[src/rtl/lbs_pkg.sv]
// Constants and types shared by the break and sync transceiver
package lbs_pkg;
  localparam int          DATA_W        = 8;
  localparam int          CNT_W         = 4;
  localparam logic [3:0]  NORM_BITS     = 4'h8;  // Data bits of an ordinary frame
  localparam logic [3:0]  BRK_BITS      = 4'hC;  // Zero bits after the start bit in a Break frame
  localparam logic [3:0]  OVS_LAST      = 4'hF;  // Receive oversampling, 16 ticks a bit
  localparam logic [3:0]  OVS_MID       = 4'h7;  // Sample point within a bit
  localparam logic [1:0]  SEL_ALARM     = 2'h0;  // Receive-line output shows alarm pulse
  localparam logic [1:0]  SEL_SECONDS   = 2'h1;  // Receive-line output shows seconds clock
  localparam logic [7:0]  BYTE_ZERO     = 8'h00;
  localparam logic [3:0]  CNT_ZERO      = 4'h0;
  localparam logic [3:0]  CNT_ONE       = 4'h1;

  typedef enum logic [1:0] {LBS_TX_IDLE, LBS_TX_START, LBS_TX_DATA, LBS_TX_STOP} lbs_tx_t;
  typedef enum logic [2:0] {LBS_RX_IDLE, LBS_RX_WAKE_FALL, LBS_RX_WAKE_RISE, LBS_RX_START,
                            LBS_RX_DATA, LBS_RX_STOP} lbs_rx_t;
endpackage : lbs_pkg

[src/rtl/lbs_uart.sv]
// Break and sync character transceiver for a LIN-style serial bus
`timescale 1ns/1ps

module lbs_uart
  import lbs_pkg::*;
(
  input  wire logic                   sys_clk,                // 125 MHz clock
  input  wire logic                   rst_n,                  // Async reset, active low
  input  wire logic                   transmitter_enable,     // Transmitter on
  input  wire logic                   break_request_set,      // Pulse: request a Break
  input  wire logic                   tx_write,               // Pulse: write holding reg
  input  wire logic [lbs_pkg::DATA_W-1:0] tx_holding_register, // Byte written
  input  wire logic                   baud_tick,              // One pulse per bit time
  input  wire logic                   baud_x16_tick,          // Sixteen pulses per bit
  input  wire logic                   rx_line_pin,            // Serial input, async
  input  wire logic                   auto_wake_enable,       // Wake on Break mode
  input  wire logic [1:0]             rx_out_select,          // Receive-line output source
  input  wire logic                   alarm_pulse,            // Alarm pulse source
  input  wire logic                   seconds_clock,          // Seconds clock source
  output logic                        tx_line,                // Serial output, idle high
  output logic                        break_send_request,     // Break pending or in flight
  output logic                        shift_register_empty,   // High when idle
  output logic                        tx_buffer_empty_flag,   // Holding reg free
  output logic                        rx_byte_flag,           // Pulse: byte or wake seen
  output logic [lbs_pkg::DATA_W-1:0]  rx_data,                // Last received byte
  output logic                        wake_pending,           // Wake armed, until the Break ends
  output logic                        rx_line_out             // Selected alarm/seconds
);
  logic                rst_meta_n, rst_sync_n;
  logic                rx_s1, rx_s2, rx_s3;
  logic                rx_level, next_rx_level;

  // Reset release through two flops
  always_ff @(posedge sys_clk or negedge rst_n)
  begin
    if (!rst_n)
      {rst_sync_n, rst_meta_n} <= 2'h0;
    else
      {rst_sync_n, rst_meta_n} <= {rst_meta_n, 1'b1};
  end

  // Line level changes only once stages two and three agree, filtering single glitches
  always_comb
  begin
    next_rx_level = (rx_s2 == rx_s3) ? rx_s3 : rx_level;
  end

  always_ff @(posedge sys_clk or negedge rst_sync_n)
  begin
    if (!rst_sync_n)
    begin
      {rx_s3, rx_s2, rx_s1} <= 3'h7;
      rx_level              <= 1'b1;
    end
    else
    begin
      {rx_s3, rx_s2, rx_s1} <= {rx_s2, rx_s1, rx_line_pin};
      rx_level              <= next_rx_level;
    end
  end

  // Transmit path
  lbs_tx_t             tx_state, next_tx_state;
  logic [DATA_W-1:0]   hold, next_hold, shift, next_shift;
  logic [CNT_W-1:0]    tx_cnt, next_tx_cnt;
  logic                tx_is_break, next_tx_is_break, next_tx_line, buf_free;
  logic                next_break_send_request, next_shift_register_empty;
  logic                next_tx_buffer_empty_flag;

  always_comb
  begin
    next_tx_state             = tx_state;
    next_hold                 = hold;
    next_shift                = shift;
    next_tx_cnt               = tx_cnt;
    next_tx_is_break          = tx_is_break;
    next_tx_line              = tx_line;
    next_break_send_request   = break_send_request;
    buf_free                  = tx_buffer_empty_flag;
    unique case (tx_state)
      LBS_TX_IDLE:
      begin
        next_tx_line = 1'b1;
        // Nothing leaves the buffer while disabled, so a Break request just waits
        if (transmitter_enable && !tx_buffer_empty_flag)
        begin
          next_tx_state    = LBS_TX_START;
          next_tx_line     = 1'b0;
          buf_free         = 1'b1;
          next_tx_is_break = break_send_request;
          next_shift       = break_send_request ? BYTE_ZERO : hold;
          next_tx_cnt      = CNT_ZERO;
        end
      end
      LBS_TX_START:
      begin
        if (baud_tick)
        begin
          next_tx_state = LBS_TX_DATA;
          next_tx_line  = shift[0];
          next_shift    = {1'b0, shift[DATA_W-1:1]};
          next_tx_cnt   = CNT_ONE;
        end
      end
      LBS_TX_DATA:
      begin
        if (baud_tick)
        begin
          // A Break holds the line low for thirteen bit times: the start bit plus twelve zero bits
          if (tx_cnt == (tx_is_break ? BRK_BITS : NORM_BITS))
          begin
            next_tx_state = LBS_TX_STOP;
            next_tx_line  = 1'b1;
          end
          else
          begin
            next_tx_line = tx_is_break ? 1'b0 : shift[0];
            next_shift   = {1'b0, shift[DATA_W-1:1]};
            next_tx_cnt  = tx_cnt + CNT_ONE;
          end
        end
      end
      LBS_TX_STOP:
      begin
        if (baud_tick)
        begin
          next_tx_state = LBS_TX_IDLE;
          if (tx_is_break)
            next_break_send_request = 1'b0;
          next_tx_is_break = 1'b0;
        end
      end
    endcase
    // A set arriving as hardware clears the request wins
    if (break_request_set)
      next_break_send_request = 1'b1;
    // Writes are taken whenever the holding register is free, even mid-Break
    next_tx_buffer_empty_flag = buf_free;
    if (tx_write && buf_free)
    begin
      next_hold                 = tx_holding_register;
      next_tx_buffer_empty_flag = 1'b0;
    end
    next_shift_register_empty = (next_tx_state == LBS_TX_IDLE);
  end

  always_ff @(posedge sys_clk or negedge rst_sync_n)
  begin
    if (!rst_sync_n)
    begin
      tx_state             <= LBS_TX_IDLE;
      hold                 <= BYTE_ZERO;
      shift                <= BYTE_ZERO;
      tx_cnt               <= CNT_ZERO;
      tx_is_break          <= 1'b0;
      tx_line              <= 1'b1;
      break_send_request   <= 1'b0;
      shift_register_empty <= 1'b1;
      tx_buffer_empty_flag <= 1'b1;
    end
    else
    begin
      tx_state             <= next_tx_state;
      hold                 <= next_hold;
      shift                <= next_shift;
      tx_cnt               <= next_tx_cnt;
      tx_is_break          <= next_tx_is_break;
      tx_line              <= next_tx_line;
      break_send_request   <= next_break_send_request;
      shift_register_empty <= next_shift_register_empty;
      tx_buffer_empty_flag <= next_tx_buffer_empty_flag;
    end
  end

  // Receive path with auto-wake on Break
  lbs_rx_t             rx_state, next_rx_state;
  logic [CNT_W-1:0]    ovs, next_ovs, rx_cnt, next_rx_cnt;
  logic [DATA_W-1:0]   rx_shift, next_rx_shift, next_rx_data;
  logic                next_rx_byte_flag, next_wake_pending, next_rx_line_out, mid_bit;

  always_comb
  begin
    next_rx_state     = rx_state;
    next_ovs          = ovs;
    next_rx_cnt       = rx_cnt;
    next_rx_shift     = rx_shift;
    next_rx_data      = rx_data;
    next_rx_byte_flag = 1'b0;
    mid_bit           = baud_x16_tick && (ovs == OVS_MID);
    if (baud_x16_tick)
      next_ovs = ovs + CNT_ONE;
    unique case (rx_state)
      LBS_RX_IDLE:
      begin
        next_ovs = CNT_ZERO;
        if (auto_wake_enable)
          next_rx_state = LBS_RX_WAKE_FALL;
        else if (!rx_level)
          next_rx_state = LBS_RX_START;
      end
      LBS_RX_WAKE_FALL:
      begin
        if (!rx_level)
          next_rx_state = LBS_RX_WAKE_RISE;
        else if (!auto_wake_enable)
          next_rx_state = LBS_RX_IDLE;
      end
      LBS_RX_WAKE_RISE:
      begin
        // Second transition ends the Break; flag it, then take the next byte once auto_wake_enable is low
        if (rx_level)
        begin
          next_rx_state     = LBS_RX_IDLE;
          next_rx_byte_flag = 1'b1;
        end
      end
      LBS_RX_START:
      begin
        if (mid_bit)
        begin
          next_rx_state = rx_level ? LBS_RX_IDLE : LBS_RX_DATA;
          next_rx_cnt   = CNT_ZERO;
        end
      end
      LBS_RX_DATA:
      begin
        if (mid_bit)
        begin
          next_rx_shift = {rx_level, rx_shift[DATA_W-1:1]};
          next_rx_cnt   = rx_cnt + CNT_ONE;
          if (rx_cnt == NORM_BITS - CNT_ONE)
            next_rx_state = LBS_RX_STOP;
        end
      end
      LBS_RX_STOP:
      begin
        if (mid_bit)
        begin
          next_rx_state     = LBS_RX_IDLE;
          next_rx_data      = rx_shift;
          next_rx_byte_flag = 1'b1;
        end
      end
      default:
        next_rx_state = LBS_RX_IDLE;
    endcase
    // Wake rearms while its enable stays high, so software drops it after the flag
    next_wake_pending = (next_rx_state == LBS_RX_WAKE_FALL) ||
                        (next_rx_state == LBS_RX_WAKE_RISE);
    unique case (rx_out_select)
      SEL_ALARM:   next_rx_line_out = alarm_pulse;
      SEL_SECONDS: next_rx_line_out = seconds_clock;
      default:     next_rx_line_out = 1'b0;
    endcase
  end

  always_ff @(posedge sys_clk or negedge rst_sync_n)
  begin
    if (!rst_sync_n)
    begin
      rx_state     <= LBS_RX_IDLE;
      ovs          <= CNT_ZERO;
      rx_cnt       <= CNT_ZERO;
      rx_shift     <= BYTE_ZERO;
      rx_data      <= BYTE_ZERO;
      rx_byte_flag <= 1'b0;
      wake_pending <= 1'b0;
      rx_line_out  <= 1'b0;
    end
    else
    begin
      rx_state     <= next_rx_state;
      ovs          <= next_ovs;
      rx_cnt       <= next_rx_cnt;
      rx_shift     <= next_rx_shift;
      rx_data      <= next_rx_data;
      rx_byte_flag <= next_rx_byte_flag;
      wake_pending <= next_wake_pending;
      rx_line_out  <= next_rx_line_out;
    end
  end
endmodule : lbs_uart

[config.mk]
export PLATFORM = sky130hd
export DESIGN_NAME = lbs_uart
export DESIGN_NICKNAME = d
export VERILOG_FILES = /design/src/rtl/lbs_pkg.sv /design/src/rtl/lbs_uart.sv
export SDC_FILE = /design/constraint.sdc
export NUM_CORES = 1
export LEC_CHECK = 0
export BUFFER_PORTS_ARGS = -buffer_cell sky130_fd_sc_hd__buf_2
export CORE_UTILIZATION = 40
export CTS_BUF_LIST = sky130_fd_sc_hd__clkbuf_4 sky130_fd_sc_hd__clkbuf_8
export CTS_CLUSTER_DIAMETER = 50
export DETAILED_ROUTE_END_ITERATION = 12
export HOLD_SLACK_MARGIN = 0.02
export SYNTH_ARGS = -nofsm -noshare
export SYNTH_HDL_FRONTEND = slang
export SYNTH_SLANG_ARGS = --single-unit
[constraint.sdc]
create_clock -name sys_clk -period 1.9 [get_ports sys_clk]
set_input_delay 0.38 -clock sys_clk [delete_from_list [all_inputs] [get_ports sys_clk]]
set_output_delay 0.38 -clock sys_clk [all_outputs]
set_load 0.03 [all_outputs]
==> reports/results.txt <==
Syn_nets: 278
Commonest non-fill, non-tap cells in the layout: dfrtp_1, buf_2, nor2_1
CP Buf/Inv Count: 3
Die width: 86.54 um
Worst vdd rail ir drop: 0.7970 mV
Placed cell count: 386
Syn Area/Cell: 11.48 um2
Crit path cell chain: buf_4, ha_2, nor2_4, mux2i_2, nor3_2, buf_4, clkbuf_16, nand3_1, o21ai_0
Sequential area share after synthesis: 0.5545
Via density per instance: 4.880
CTS Sinks: 63
Drt first pass iters: 4
Total grt overflow: 0
Wire per inst: 12.78 um
Critical path launch point type: flip-flop
GRT Util Overall: 0.1532
Worst hold start: rx_line_pin
I/O pin count: 36
CP Class: reg2reg
Initial Util: 0.4185
Post-synth EDFFs: 0
Predominant post-synthesis flop cell: dfrtp_1
Seq cells post-synth: 63
Finished Cell Area: 0.003550 mm2
Worst Hold Class: in2reg
Most common cell after layout, fill and taps aside: dfrtp_1
Endpoints failing setup: 0
TritonCTS buffer count: 9
CTS max path bufs: 2
Port-buffer cells: 35
Critical path's slowest cell: dfrtp_1
Core area: 0.006832 mm2
Root Driver: clkbuf_8
Critical Path AT: 2.05 ns
Drt total wl: 5226 um
Post-Layout Cell Count: 409
Final design utilization: 0.5196
Nets: 337
TritonCTS clock tree: yes
Post-Place Setup Slack: 0.07172 ns
First-pass GRT wire length: 8714 um
Initial DRC Count: 133
Max-Cap Viols: 0
Share of layout cells above drive strength 1: 0.3962
Largest delay share family, worst path: buffers and inverters
DR vias: 1,996
Async S/R FF share, synth: 1.000
Fin. max-slew vios: 0
Antenna diodes: 0
Clock transition at path regs: 0.08 ns
Synth Instances: 249
Most frequent CP cell: buf_4
Final clock skew: 0.01082 ns
Die Footprint: 0.007489 mm2
Leakage: 0.001687 uW
Crit-path max cell delay: 0.41 ns
Required time worst endpoint: 2.12 ns
Fmax: 0.5454 GHz
PnR worst setup slack: 0.06661 ns
GP Congestion: 0.7674
Fin. Hold Viols: 0
Pin count of the biggest net entering global routing: 24
Status: finished clean
Placement row count: 30
Setup crit start: tx_state[0]
Cell Area, Placed: 0.003259 mm2
Clock Latency Late Sink: 0.33 ns
Vias in the first global route: 1,890
Initial antenna violation count: 0
Chip height: 86.54 um
CP endpoint kind: flip-flop
Htree depth: 3
Period utilisation layout: 0.9649
Area Growth Syn to Fin: 24.16%
Sum of negative setup slack: 0 ns
Post-DRT Antenna Nets: 0
Mapped Area: 0.002859 mm2
Tmin final: 1.833 ns
Unique masters post-synth: 45
DR DRC count: 0
Crit Path Max Fanout: 11
Post-DP HPWL: 3589 um
PD cells: 1409 mW/mm2
FF-to-FF Start: tx_state[0]
Synth Warn #: 0
state kept, by name, indices dropped and copies added, names as in the netlist, 2 cells and up:
register  count
rx_data       8
tx_state      2
tx_cnt        4
rx_state      3
rx_cnt        4
shift         8
rx_shift      8
hold          8
ovs           4
worst paths after layout:
kind	slack [ns]	to	cells after the start
max	0.07	shift[7]	9
min	0.15	rx_s1	1
max reg2reg	0.07	shift[7]	9
min reg2reg	0.17	rx_shift[6]	0
max in group asynchronous	1.23	tx_cnt[2]	1
min in group asynchronous	0.17	rx_shift[6]	0
per-layer routing:
metal | wire, um | track usage | share of wire | vias up
met5 | 0 | 0 | 0 | -
met4 | 93 | 0.08182 | 0.018 | 0
met3 | 186 | 0.02952 | 0.036 | 10
li1 | - | - | - | 985
met1 | 2693 | 0.2233 | 0.52 | 956
met2 | 2253 | 0.2157 | 0.43 | 45
cells in the mapped netlist (2+ instances only):
| cell | count | area (um2) |
|---|---|---|
| nor3_1 | 4 | 20.02 |
| nand4_1 | 2 | 12.51 |
| nor2_1 | 28 | 105.1 |
| nand2b_1 | 6 | 37.54 |
| o2bb2ai_1 | 2 | 17.52 |
| xor2_1 | 3 | 26.28 |
| and3_1 | 2 | 12.51 |
| dfstp_2 | 7 | 183.9 |
| a22oi_1 | 6 | 45.04 |
| o22ai_1 | 2 | 12.51 |
| a21oi_2 | 2 | 17.52 |
| and2_1 | 2 | 12.51 |
| buf_2 | 4 | 20.02 |
| nand3_1 | 8 | 40.04 |
| a21o_1 | 4 | 30.03 |
| ha_1 | 8 | 100.1 |
| inv_1 | 9 | 33.78 |
| dfrtp_1 | 56 | 1401 |
| or2_2 | 2 | 12.51 |
| clkbuf_1 | 4 | 15.01 |
| nand2_1 | 9 | 33.78 |
| mux2i_1 | 3 | 30.03 |
| mux2_2 | 25 | 281.5 |
| o21ai_0 | 11 | 55.05 |
| a21oi_1 | 20 | 100.1 |
final cells by class:
type,instances,area [um2]
fill,627,3282
inverter,9,33.78
multi-input combinational,167,1211
timing repair buffer,58,405.4
clock inverter,6,61.31
tap,96,120.1
sequential,63,1587
clock buffer,10,131.4
per-stage QoR:
stage	total power (uW)	hold WS [ns]
after detailed placement	3634	0.1662
after global routing	5355	0.1257
after global placement	3604	0.1656
after floorplan	3178	0.08441
after CTS	4777	0.1294
final	5003	0.1481
logic make-up (layout without fill, tap and decap cells):
group / count (synthesis) / count (layout) / synth area share
AO/OA/AOI/OAI: 52 / 52 / 0.1155
XOR/XNOR: 4 / 4 / 0.01226
adder cells (fa/ha/maj): 9 / 9 / 0.03851
buffers and inverters: 19 / 83 / 0.03063
flip-flops: 63 / 63 / 0.5545
multiplexers: 28 / 28 / 0.1090
other: 1 / 1 / 0.001312
AND/OR/NAND/NOR: 73 / 73 / 0.1383
report_power, final:
part / internal, uW / switching [uW]
combinational: 955 / 971
sequential: 1700 / 247
clock: 615 / 511
what timing repair did:
item | in CTS | in global routing
buffers inserted | 0 | 5
setup endpoints to repair | 0 | 27
gates resized for setup | 0 | 9
hold buffers | 1 | 0
endpoints found under the hold margin | 2 | 0
Power figures use the tool's default switching activity.
